<file path="src/svp_cfg.svh">
// constants for the servo pid host port: codes, field positions, timing
`ifndef SVP_CFG_SVH
`define SVP_CFG_SVH
`define SVP_CLK_MHZ 250
`define SVP_BUSY_US 20
`define SVP_SAMPLE_CYC 2048
`define SVP_STROBE_CYC 8
`define SVP_ZERO8 8'h80
`define SVP_ZERO12 12'h800
`define SVP_ISHIFT 8
`define SVP_ST_BUSY 0
`define SVP_ST_BRK 6
`define SVP_ST_ERR 5
`define SVP_OP_ADDR 4'h0
`define SVP_RES_ADDR 4'h4
`define SVP_OP_KIND_HI 9
`define SVP_OP_KIND_LO 8
`define SVP_LOAD_FILTER_CMD_WORDS 4'h5
`endif

</file>
<file path="src/svp_pkg.sv">
// types shared by both ends of the servo pid host port
package svp_pkg;
   // command byte codes
   typedef enum logic [7:0] {
      SVP_RESET_CMD = 8'h00, SVP_SELECT_NARROW = 8'h05, SVP_SELECT_WIDE = 8'h06,
      SVP_DEFINE_HOME = 8'h02, SVP_ARM_INDEX = 8'h03, SVP_ERR_FLAG = 8'h1b,
      SVP_ERR_STOP = 8'h1a, SVP_BRK_ABS = 8'h20, SVP_BRK_REL = 8'h21,
      SVP_LOAD_FILTER = 8'h1e, SVP_APPLY_FILTER = 8'h04
   } svp_cmd_t;
   // host port cycle kinds
   typedef enum logic [1:0] {
      SVP_K_CMD_WR = 2'h0, SVP_K_STAT_RD = 2'h1, SVP_K_DATA_WR = 2'h2, SVP_K_DATA_RD = 2'h3
   } svp_kind_t;
endpackage : svp_pkg

</file>
<file path="src/svp_port_if.sv">
// parallel host port wires between host and servo device
`timescale 1ns/1ps
`default_nettype none
interface svp_port_if;
   logic port_select_n;
   logic rd_n;
   logic wr_n;
   logic [7:0] host_data;
   logic host_oe_n;
   logic [7:0] dev_data;
   logic dev_oe_n;
   modport device (input port_select_n, rd_n, wr_n, host_data, host_oe_n, output dev_data, dev_oe_n);
   modport host (output port_select_n, rd_n, wr_n, host_data, host_oe_n, input dev_data, dev_oe_n);
endinterface : svp_port_if
`default_nettype wire

</file>
<file path="src/svp_device.sv">
// servo device end: host port decoder, pid filter and motor outputs
//
// Summary of operation
// RULE_01: saturate position error to signed 16 bits
// RULE_02: filter products keep low 16 bits only
// RULE_03: 24-bit integral accumulator, upper 16 used
// RULE_04: integral bits shifted right eight before gain
// RULE_05: integral product limited by integration limit magnitude
// RULE_06: derivative product formed per interval, added every sample
// RULE_07: sum terms, drive upper 8 or 12 bits
// RULE_08: command byte taken on write strobe rising edge
// RULE_09: select low reads status, high moves data
// RULE_10: host checks busy low before command write
// RULE_11: busy never above 100 us, about 20
// RULE_12: data words are two bytes, high first
// RULE_13: host checks busy before every byte pair
// RULE_14: command written while busy is discarded
// RULE_15: busy rises after command or second byte
// RULE_16: output latched 8-bit or multiplexed 12-bit
// RULE_17: external 6-bit latch rebuilds the 12-bit word
// RULE_18: offset binary output, zero 80 or 800
// RULE_19: pwm variant gives 8-bit magnitude plus sign
// RULE_20: decode 00 05 06 02 03 1b 1a 20 21
// RULE_21: status read served by hardware, no command
// RULE_22: error is desired minus actual position
// RULE_23: reset clears coefficients, narrow width, zero output
// RULE_24: previous boundary error held for derivative
`timescale 1ns/1ps
`default_nettype none
`include "svp_cfg.svh"
module svp_device #(
   parameter int BUSY_CYCLES = `SVP_BUSY_US * `SVP_CLK_MHZ,
   parameter int SAMPLE_CYCLES = `SVP_SAMPLE_CYC
) (
   // clock and reset
   input wire logic i_ref_clk,
   input wire logic i_arst_n,
   // host port
   svp_port_if.device port,
   // loop positions
   input wire logic [31:0] i_desired_pos,
   input wire logic [31:0] i_actual_pos,
   // converter output
   output logic [7:0] o_dac,
   output logic o_dac_hi_latch,
   output logic o_dac_load,
   output logic o_select_wide_output,
   // pulse-width output
   output logic o_pwm_mag,
   output logic o_pwm_sign
);
   // low 16 bits of a 16x16 product
   function automatic logic [15:0] mul16(input logic [15:0] a, input logic [15:0] b);
      logic [31:0] p;
      p = a * b;
      return p[15:0];
   endfunction : mul16

   logic [2:0] ps_s_q, rd_s_q, wr_s_q;
   logic [7:0] din_s1_q, din_s2_q;
   logic wr_rise, rd_rise, ps_lo, rd_lo;
   logic busy_q;
   logic [15:0] busy_cnt_q;
   logic [7:0] cmd_q, hi_byte_q, wr_hi_q;
   logic [3:0] words_left_q;
   logic [2:0] word_idx_q;
   logic wbyte2_q, rbyte2_q;
   logic [15:0] intv_b_q, kp_b_q, ki_b_q, kd_b_q, il_b_q;
   logic [15:0] kp_q, ki_q, kd_q, il_q;
   logic [7:0] intv_q, dcnt_q;
   logic [15:0] thresh_q;
   logic stop_on_err_q, err_flag_q, brk_flag_q, wide_q;
   logic [31:0] brk_q;
   logic [15:0] samp_cnt_q;
   logic tick;
   logic [23:0] integ_q, integ_d;
   logic signed [15:0] err, prev_err_q, dprod_q, iprod, ilim, u_d;
   logic [15:0] iabs;
   logic signed [32:0] diff;
   logic [7:0] dev_data_q;
   logic dev_oe_n_q;
   logic [11:0] code12_q;
   logic [1:0] mux_ph_q;
   logic [7:0] pwm_cnt_q, pwm_mag_q;
   logic [7:0] status;
   logic word_done, cmd_take;
   logic [15:0] word_in;

   // strobes and data are pins: two flops before any use, third for edges
   always_ff @(posedge i_ref_clk or negedge i_arst_n) begin
      if (!i_arst_n) begin
         ps_s_q <= 3'h7;
         rd_s_q <= 3'h7;
         wr_s_q <= 3'h7;
         din_s1_q <= 8'h00;
         din_s2_q <= 8'h00;
      end else begin
         ps_s_q <= {ps_s_q[1:0], port.port_select_n};
         rd_s_q <= {rd_s_q[1:0], port.rd_n};
         wr_s_q <= {wr_s_q[1:0], port.wr_n};
         din_s1_q <= port.host_data;
         din_s2_q <= din_s1_q;
      end
   end
   assign ps_lo = ~ps_s_q[1];
   assign rd_lo = ~rd_s_q[1];
   assign wr_rise = wr_s_q[1] & ~wr_s_q[2]; // see RULE_08
   assign rd_rise = rd_s_q[1] & ~rd_s_q[2];
   assign cmd_take = wr_rise & ps_lo & ~busy_q; // see RULE_14
   assign word_in = {wr_hi_q, din_s2_q}; // see RULE_12
   assign word_done = ~ps_lo & ((wr_rise & wbyte2_q & (words_left_q != 4'h0)) | (rd_rise & rbyte2_q));
   assign status = {1'b0, brk_flag_q, err_flag_q, 4'h0, busy_q};

   // busy raised by a command or a finished word, released by timer
   always_ff @(posedge i_ref_clk or negedge i_arst_n) begin
      if (!i_arst_n) begin
         busy_q <= 1'b0;
         busy_cnt_q <= 16'h0000;
      end else if (cmd_take | word_done) begin
         busy_q <= 1'b1; // see RULE_15
         busy_cnt_q <= 16'h0000;
      end else if (busy_q) begin
         busy_cnt_q <= busy_cnt_q + 16'h0001;
         if (busy_cnt_q >= 16'(BUSY_CYCLES - 1)) busy_q <= 1'b0; // see RULE_11
      end
   end

   // byte pairing per direction; a command restarts both
   always_ff @(posedge i_ref_clk or negedge i_arst_n) begin
      if (!i_arst_n) begin
         wbyte2_q <= 1'b0;
         rbyte2_q <= 1'b0;
         wr_hi_q <= 8'h00;
      end else if (cmd_take) begin
         wbyte2_q <= 1'b0;
         rbyte2_q <= 1'b0;
      end else if (!ps_lo) begin
         if (wr_rise) begin
            wbyte2_q <= ~wbyte2_q; // see RULE_12
            if (!wbyte2_q) wr_hi_q <= din_s2_q;
         end
         if (rd_rise) rbyte2_q <= ~rbyte2_q;
      end
   end

   // command decode, data word routing and configuration
   always_ff @(posedge i_ref_clk or negedge i_arst_n) begin
      if (!i_arst_n) begin
         cmd_q <= 8'h00;
         words_left_q <= 4'h0;
         word_idx_q <= 3'h0;
         {intv_b_q, kp_b_q, ki_b_q, kd_b_q, il_b_q} <= 80'h0; // see RULE_23
         {kp_q, ki_q, kd_q, il_q} <= 64'h0;
         intv_q <= 8'h00;
         thresh_q <= 16'h7fff;
         stop_on_err_q <= 1'b0;
         brk_q <= 32'h0000_0000;
         wide_q <= 1'b0;
      end else if (cmd_take) begin
         cmd_q <= din_s2_q;
         word_idx_q <= 3'h0;
         words_left_q <= 4'h0;
         unique case (din_s2_q) // see RULE_20
            svp_pkg::SVP_RESET_CMD: begin
               {intv_b_q, kp_b_q, ki_b_q, kd_b_q, il_b_q} <= 80'h0; // see RULE_23
               {kp_q, ki_q, kd_q, il_q} <= 64'h0;
               intv_q <= 8'h00;
               wide_q <= 1'b0;
               stop_on_err_q <= 1'b0;
            end
            svp_pkg::SVP_SELECT_NARROW: wide_q <= 1'b0;
            svp_pkg::SVP_SELECT_WIDE: wide_q <= 1'b1;
            svp_pkg::SVP_ERR_FLAG, svp_pkg::SVP_ERR_STOP: words_left_q <= 4'h1;
            svp_pkg::SVP_BRK_ABS, svp_pkg::SVP_BRK_REL: words_left_q <= 4'h2;
            svp_pkg::SVP_LOAD_FILTER: words_left_q <= `SVP_LOAD_FILTER_CMD_WORDS;
            svp_pkg::SVP_APPLY_FILTER: begin
               {kp_q, ki_q, kd_q, il_q} <= {kp_b_q, ki_b_q, kd_b_q, il_b_q};
               intv_q <= intv_b_q[7:0];
            end
            default: ; // home and index arm only raise busy and restart byte pairing in this device
         endcase
      end else if (word_done && wr_rise) begin
         words_left_q <= words_left_q - 4'h1;
         word_idx_q <= word_idx_q + 3'h1;
         unique case (cmd_q)
            svp_pkg::SVP_ERR_FLAG, svp_pkg::SVP_ERR_STOP: begin
               thresh_q <= word_in;
               stop_on_err_q <= (cmd_q == svp_pkg::SVP_ERR_STOP);
            end
            svp_pkg::SVP_BRK_ABS: begin
               if (word_idx_q == 3'h0) brk_q[31:16] <= word_in;
               else brk_q[15:0] <= word_in;
            end
            svp_pkg::SVP_BRK_REL: begin
               if (word_idx_q == 3'h0) brk_q[31:16] <= word_in;
               else brk_q <= {brk_q[31:16], word_in} + i_desired_pos;
            end
            svp_pkg::SVP_LOAD_FILTER: begin
               unique case (word_idx_q)
                  3'h0: intv_b_q <= word_in;
                  3'h1: kp_b_q <= word_in;
                  3'h2: ki_b_q <= word_in;
                  3'h3: kd_b_q <= word_in;
                  default: il_b_q <= word_in;
               endcase
            end
            default: ;
         endcase
      end
   end

   // sample tick
   always_ff @(posedge i_ref_clk or negedge i_arst_n) begin
      if (!i_arst_n) samp_cnt_q <= 16'h0000;
      else if (tick) samp_cnt_q <= 16'h0000;
      else samp_cnt_q <= samp_cnt_q + 16'h0001;
   end
   assign tick = samp_cnt_q >= 16'(SAMPLE_CYCLES - 1);

   // pid arithmetic for one sample
   always_comb begin
      diff = 33'(signed'(i_desired_pos)) - 33'(signed'(i_actual_pos)); // see RULE_22
      if (diff > 33'sh0_7fff) err = 16'sh7fff; // see RULE_01
      else if (diff < -33'sh0_8000) err = -16'sh8000;
      else err = diff[15:0];
      integ_d = integ_q + {{8{err[15]}}, err}; // see RULE_03
      iprod = mul16(16'(signed'(integ_d[23:8]) >>> `SVP_ISHIFT), ki_q); // see RULE_04
      iabs = iprod[15] ? 16'(-iprod) : iprod;
      ilim = (iabs < il_q) ? iprod : (iprod[15] ? 16'(-il_q) : il_q); // see RULE_05
      u_d = mul16(err, kp_q) + ilim + dprod_q; // see RULE_02 RULE_07
   end

   // filter state and sticky status events
   always_ff @(posedge i_ref_clk or negedge i_arst_n) begin
      if (!i_arst_n) begin
         integ_q <= 24'h000000;
         prev_err_q <= 16'sh0000;
         dprod_q <= 16'sh0000;
         dcnt_q <= 8'h00;
         code12_q <= `SVP_ZERO12;
         err_flag_q <= 1'b0;
         brk_flag_q <= 1'b0;
      end else begin
         if (cmd_take && din_s2_q == svp_pkg::SVP_RESET_CMD) begin
            err_flag_q <= 1'b0;
            brk_flag_q <= 1'b0;
            integ_q <= 24'h000000;
            code12_q <= `SVP_ZERO12;
         end else if (tick) begin
            integ_q <= integ_d;
            if (stop_on_err_q && err_flag_q) code12_q <= `SVP_ZERO12;
            else code12_q <= u_d[15:4] ^ `SVP_ZERO12; // see RULE_07 RULE_18
            if (dcnt_q >= intv_q) begin
               dcnt_q <= 8'h00;
               dprod_q <= mul16(err - prev_err_q, kd_q); // see RULE_06
               prev_err_q <= err; // see RULE_24
            end else begin
               dcnt_q <= dcnt_q + 8'h01;
            end
         end
         if (tick && (err[15] ? 16'(-err) : err) > thresh_q) err_flag_q <= 1'b1;
         if (tick && i_actual_pos == brk_q) brk_flag_q <= 1'b1;
      end
   end

   // 8-bit latched or 12-bit as two 6-bit halves; hi half goes to the latch
   always_ff @(posedge i_ref_clk or negedge i_arst_n) begin
      if (!i_arst_n) begin
         o_dac <= `SVP_ZERO8;
         mux_ph_q <= 2'h0;
         o_dac_hi_latch <= 1'b0;
         o_dac_load <= 1'b0;
      end else begin
         o_dac_hi_latch <= 1'b0;
         o_dac_load <= 1'b0;
         if (!wide_q) begin
            o_dac <= code12_q[11:4]; // see RULE_16
         end else begin
            mux_ph_q <= mux_ph_q + 2'h1;
            if (mux_ph_q == 2'h0) begin
               o_dac <= {2'h0, code12_q[11:6]}; // see RULE_17
               o_dac_hi_latch <= 1'b1;
            end else if (mux_ph_q == 2'h2) begin
               o_dac <= {2'h1, code12_q[5:0]};
               o_dac_load <= 1'b1;
            end
         end
      end
   end
   assign o_select_wide_output = wide_q;

   // sign/magnitude pwm from the 8-bit code
   always_ff @(posedge i_ref_clk or negedge i_arst_n) begin
      if (!i_arst_n) begin
         pwm_cnt_q <= 8'h00;
         pwm_mag_q <= 8'h00;
         o_pwm_mag <= 1'b0;
         o_pwm_sign <= 1'b0;
      end else begin
         pwm_cnt_q <= pwm_cnt_q + 8'h01;
         if (pwm_cnt_q == 8'hff) begin
            o_pwm_sign <= ~code12_q[11]; // see RULE_19
            pwm_mag_q <= code12_q[11] ? {1'b0, code12_q[10:4]} : 8'(8'h80 - code12_q[11:4]);
         end
         o_pwm_mag <= pwm_cnt_q < pwm_mag_q;
      end
   end

   // read drive: status with select low, integral word bytes with select high
   always_ff @(posedge i_ref_clk or negedge i_arst_n) begin
      if (!i_arst_n) begin
         dev_data_q <= 8'h00;
         dev_oe_n_q <= 1'b1;
         hi_byte_q <= 8'h00;
      end else begin
         dev_oe_n_q <= ~rd_lo;
         if (ps_lo) dev_data_q <= status; // see RULE_21 RULE_09
         else if (!rbyte2_q) dev_data_q <= integ_q[23:16];
         else dev_data_q <= hi_byte_q;
         if (!rbyte2_q) hi_byte_q <= integ_q[15:8];
      end
   end
   assign port.dev_data = dev_data_q;
   assign port.dev_oe_n = dev_oe_n_q;
endmodule : svp_device
`default_nettype wire

</file>
<file path="src/flat_wrapper.sv">
// flat-port wrapper written by rule: the top's interface ports become plain ports
module svp_device_flat 
#(
   parameter int BUSY_CYCLES = `SVP_BUSY_US * `SVP_CLK_MHZ,
   parameter int SAMPLE_CYCLES = `SVP_SAMPLE_CYC
)
  (i_ref_clk, i_arst_n, i_desired_pos, i_actual_pos, o_dac, o_dac_hi_latch, o_dac_load, o_select_wide_output, o_pwm_mag, o_pwm_sign, port_port_select_n, port_rd_n, port_wr_n, port_host_data, port_host_oe_n, port_dev_data, port_dev_oe_n);
  svp_port_if port_i ();
  input wire logic i_ref_clk;
  input wire logic i_arst_n;
  input wire logic [31:0] i_desired_pos;
  input wire logic [31:0] i_actual_pos;
  output logic [7:0] o_dac;
  output logic o_dac_hi_latch;
  output logic o_dac_load;
  output logic o_select_wide_output;
  output logic o_pwm_mag;
  output logic o_pwm_sign;
  input wire logic [$bits(port_i.port_select_n)-1:0] port_port_select_n;
  input wire logic [$bits(port_i.rd_n)-1:0] port_rd_n;
  input wire logic [$bits(port_i.wr_n)-1:0] port_wr_n;
  input wire logic [$bits(port_i.host_data)-1:0] port_host_data;
  input wire logic [$bits(port_i.host_oe_n)-1:0] port_host_oe_n;
  output wire logic [$bits(port_i.dev_data)-1:0] port_dev_data;
  output wire logic [$bits(port_i.dev_oe_n)-1:0] port_dev_oe_n;
  assign port_i.port_select_n = port_port_select_n;
  assign port_i.rd_n = port_rd_n;
  assign port_i.wr_n = port_wr_n;
  assign port_i.host_data = port_host_data;
  assign port_i.host_oe_n = port_host_oe_n;
  assign port_dev_data = port_i.dev_data;
  assign port_dev_oe_n = port_i.dev_oe_n;
  svp_device #(.BUSY_CYCLES(BUSY_CYCLES), .SAMPLE_CYCLES(SAMPLE_CYCLES)) u_core (.i_ref_clk(i_ref_clk), .i_arst_n(i_arst_n), .port(port_i), .i_desired_pos(i_desired_pos), .i_actual_pos(i_actual_pos), .o_dac(o_dac), .o_dac_hi_latch(o_dac_hi_latch), .o_dac_load(o_dac_load), .o_select_wide_output(o_select_wide_output), .o_pwm_mag(o_pwm_mag), .o_pwm_sign(o_pwm_sign));
endmodule
</file>
<file path="config.mk">
export PLATFORM = sky130hd
export DESIGN_NAME = svp_device_flat
export DESIGN_NICKNAME = d
export VERILOG_FILES = /design/src/svp_pkg.sv /design/src/svp_port_if.sv /design/src/svp_device.sv /design/src/flat_wrapper.sv
export VERILOG_INCLUDE_DIRS = /design/src
export SDC_FILE = /design/constraint.sdc
export NUM_CORES = 2
export LEC_CHECK = 0
export ABC_AREA = 1
export BUFFER_PORTS_ARGS = -buffer_cell sky130_fd_sc_hd__buf_4
export CAP_MARGIN = 20
export CORE_MARGIN = 1
export CORE_UTILIZATION = 50
export DETAILED_ROUTE_END_ITERATION = 6
export GPL_ROUTABILITY_DRIVEN = 0
export PLACE_DENSITY = 0.74
export SETUP_SLACK_MARGIN = 0.4
export SYNTH_ARGS = -nofsm -noshare
export SYNTH_HDL_FRONTEND = slang
export SYNTH_SLANG_ARGS = --single-unit
</file>
<file path="constraint.sdc">
create_clock -name i_ref_clk -period 14.45 [get_ports i_ref_clk]
set_input_delay 0 -clock i_ref_clk [delete_from_list [all_inputs] [get_ports i_ref_clk]]
set_output_delay 0 -clock i_ref_clk [all_outputs]
set_load 0.05 [all_outputs]
</file>
==> results.json <==
{
  "result_of_the_run": "finished clean",
  "dp.cells": 6097,
  "die-height_um": 271,
  "via_count": 33600,
  "insertedDiodeCount": 0,
  "number_of_input_and_output_port_buffers_inserted": 98,
  "hold-path-cell-count": 5,
  "synth_compound_area_share_pct": 10.4,
  "fp.dieArea_um2": 73600,
  "slowest_delay_ns": 0.54,
  "synth_top_family_by_area": "adder cells",
  "setup-tns-final_ns": 0,
  "ys_async_sr_fraction_pct": 100,
  "post_route_cells_drive_above_1_share_pct": 16.8,
  "grt_overflow": 0,
  "fin_crit_ns": 14.23,
  "clock_path_buffers": 3,
  "setup_violating_endpoint_count_in_the_final_report": 0,
  "routed_wirelength_mm": 111,
  "syn_to_final_growth_pct": 20.8,
  "synth-edff-count": 0,
  "timing.hold.worst.class": "input pin to flip-flop",
  "routedWlPerCell_um": 17.8,
  "pin_slew_with_the_least_headroom_to_its_limit_ns": 1.06,
  "dp.final_hpwl_mm": 84.1,
  "grt_setup_unrepaired": "true",
  "seq_area_um2": 10000,
  "slowest_stage": "sky130_fd_sc_hd__fa_1",
  "yosys.area_share.xor_xnor_pct": 4.45,
  "numCtsBuffers": 46,
  "drcViolationCount": 0,
  "yosysMostFrequentCell": "sky130_fd_sc_hd__nand2_1",
  "final-max-slew-violation-count": 0,
  "clk_root_buffer_cell": "sky130_fd_sc_hd__clkbuf_16",
  "std_cell_rows": 98,
  "postSynthAreaPerCell_um2": 7.48,
  "starting_density_pct": 50.6,
  "setup_clock_skew_after_layout_ns": 0.0390,
  "drt_iter0_drc": 2930,
  "drt.antenna.violating_nets": 0,
  "worstPathArrival_ns": 14.79,
  "grt_start_max_net_pins": 80,
  "yosys_warn_count": 0,
  "synth_top_cells_by_area": "sky130_fd_sc_hd__dfrtp_1, sky130_fd_sc_hd__fa_1, sky130_fd_sc_hd__nand2_1",
  "relSlewSlack_pct": 29.5,
  "worst-path-buf-inv": 19,
  "placeableCoreArea_um2": 71600,
  "synthFlopType": "sky130_fd_sc_hd__dfrtp_1",
  "p_leak_nw": 22.4,
  "tritoncts": "yes",
  "cts_htree_levels": 2,
  "first_global_vias": 33300,
  "netlist.area_leader.share_pct": 25.9,
  "synth.ff_latch_count": 400,
  "hold_violations": 0,
  "n_fill_cell": 6014,
  "global_route.usage.total_pct": 29.7,
  "cp_num_cells": 101,
  "multi_input_area_um2": 23600,
  "post-layout-total-power_mw": 8.53,
  "synth_fa_ha_area_share_pct": 24.0,
  "critPathKind": "input pin to flip-flop",
  "cp_max_fo": 8,
  "yosys.area_share.simple_pct": 22.3,
  "synth_sequential_area_ratio_pct": 27.7,
  "routed_via_density": 5.38,
  "floorplan.io_pins": 100,
  "worst_r2r_path_depth": 82,
  "drt_pre_antenna_iters": 6,
  "finish.net_count": 5873,
  "ir_worst_vdd_uv": 278,
  "clk_latency_ns": 0.62,
  "fp.dieW_um": 271,
  "worst_setup_path_start_kind": "input pin",
  "power_density_cells_nw_per_um2": 195,
  "grt_first_pass_wirelength_mm": 174,
  "crit_required_ns": 15.00,
  "cts.reportedPaths.clkPinSlew_ns": 0.06,
  "synthMuxAreaShare_pct": 0.0276,
  "antenna_found_initial": 2,
  "crit_family": "adder cells",
  "synth_common_cells": "sky130_fd_sc_hd__nand2_1, sky130_fd_sc_hd__inv_1, sky130_fd_sc_hd__nor2_1",
  "final_cell_count_without_fillers": 6238,
  "min_period_over_period_pct": 98.5,
  "yosys.cell_types.count": 69,
  "max_cap_violations": 0,
  "critPathCaptureType": "flip-flop",
  "yosysTopAreaCell": "sky130_fd_sc_hd__dfrtp_1",
  "cts_num_sinks": 400,
  "syn-instance-count": 4848,
  "syn_area_um2": 36300,
  "top_achievable_clock_speed_mhz": 70.3
}
[path summary, 6_finish.rpt]
kind / from / endpoint / slack (ns)
max: i_actual_pos[10] / u_core.code12_q[11] / 0.22
min: i_desired_pos[0] / u_core.brk_q[0] / 0.01
max reg2reg: u_core.integ_q[2] / u_core.code12_q[11] / 1.48
min reg2reg: u_core.din_s1_q[1] / u_core.din_s2_q[1] / 0.35
max in group asynchronous: i_arst_n / u_core.kp_q[7] / 12.17
min in group asynchronous: i_arst_n / u_core.code12_q[5] / 0.38
[worst min-delay path: stages]
cell and delay, ns:
sky130_fd_sc_hd__buf_8 0.08, sky130_fd_sc_hd__buf_4 0.11, sky130_fd_sc_hd__ha_1 0.12, sky130_fd_sc_hd__o21ai_0 0.10, sky130_fd_sc_hd__o21ai_0 0.16
[state kept, by name, indices dropped and copies added (netlist names), 12 cells and up]
name               count
u_core.kd_b_q         16
u_core.kp_b_q         16
u_core.ki_b_q         16
u_core.busy_cnt_q     16
u_core.kd_q           16
u_core.integ_q        24
u_core.il_q           16
u_core.kp_q           16
u_core.thresh_q       16
u_core.il_b_q         16
u_core.brk_q          32
u_core.ki_q           16
u_core.dprod_q        16
u_core.samp_cnt_q     16
u_core.prev_err_q     16
u_core.code12_q       12
[cells by family after synthesis]
family,Yosys count
AOI/OAI and AO/OA,695
xor gates and xnor gates,180
adders and majority gates,544
buffers and inverters,1060
DFF,400
muxes,1
other,1
and+or+nand+nor,1967
[routing by layer]
| metal | track usage [%] | up-vias | routed length (um) |
|---|---|---|---|
| li1 | - | 15900 | - |
| met3 | 3.56 | 390 | 8000 |
| met1 | 39.0 | 15900 | 45400 |
| met5 | 0 | - | 19 |
| met2 | 48.9 | 1392 | 51400 |
| met4 | 13.7 | 2 | 6230 |
[layout by cell type (no fill, tap or decap), types with 12 or more instances in the layout]
cell type / synthesis / final
sky130_fd_sc_hd__nor2_2: 6 / 35
sky130_fd_sc_hd__nor2_1: 410 / 372
sky130_fd_sc_hd__fa_1: 252 / 243
sky130_fd_sc_hd__ha_1: 292 / 252
sky130_fd_sc_hd__nand2_4: 5 / 15
sky130_fd_sc_hd__nand2_2: 20 / 84
sky130_fd_sc_hd__o21ai_0: 351 / 341
sky130_fd_sc_hd__nand3_2: 3 / 13
sky130_fd_sc_hd__xor2_1: 110 / 108
sky130_fd_sc_hd__a21oi_2: 2 / 26
sky130_fd_sc_hd__o21bai_1: 17 / 15
sky130_fd_sc_hd__nand2_1: 1220 / 1145
sky130_fd_sc_hd__nand3_1: 154 / 141
sky130_fd_sc_hd__o22ai_1: 25 / 24
sky130_fd_sc_hd__o21ai_1: 9 / 14
sky130_fd_sc_hd__xnor2_1: 66 / 65
sky130_fd_sc_hd__inv_1: 924 / 900
sky130_fd_sc_hd__dfrtp_1: 375 / 375
sky130_fd_sc_hd__ha_4: 0 / 35
sky130_fd_sc_hd__clkbuf_16: 0 / 47
sky130_fd_sc_hd__nor4_1: 13 / 13
sky130_fd_sc_hd__a21oi_1: 209 / 176
sky130_fd_sc_hd__nand4_1: 41 / 41
sky130_fd_sc_hd__nor3_1: 46 / 40
sky130_fd_sc_hd__inv_2: 8 / 30
sky130_fd_sc_hd__dlygate4sd3_1: 0 / 17
sky130_fd_sc_hd__a31oi_1: 13 / 12
sky130_fd_sc_hd__buf_4: 2 / 438
sky130_fd_sc_hd__dfstp_2: 25 / 25
[where the power goes]
part           switching (mW)  total, mW  internal, mW
combinational            3.26       5.85          2.59
clock                   0.517       1.27         0.755
sequential              0.125       1.40          1.28
[repair_timing]
action	in CTS	in global routing
gates cloned	1	1
buffers inserted	11	23
endpoints found under the setup margin	6	12
hold buffers	18	0
gates resized for setup	66	246
pin swaps	16	127
hold endpoints to repair	89	0
[final cells by class]
type / instances / share of cell area, %
timing repair buffer: 476 / 8.68
tap: 950 / 2.71
inverter: 936 / 8.04
sequential: 400 / 22.9
clock inverter: 22 / 0.802
clock buffer: 63 / 3.00
multi-input combinational: 3391 / 53.9
[through the flow]
step	instance area, um^2	hold slack (ns)	util, %	setup slack, ns
after floorplan	36400	-0.296	-	0.401
after CTS	42500	0.00724	59.4	0.349
after global placement	40300	0.0222	56.2	-0.376
after global routing	43800	0.0546	61.2	-0.569
after detailed placement	40300	0.0266	56.2	-0.696
final	43800	0.0118	61.2	0.215
Power figures use the tool's default switching activity.
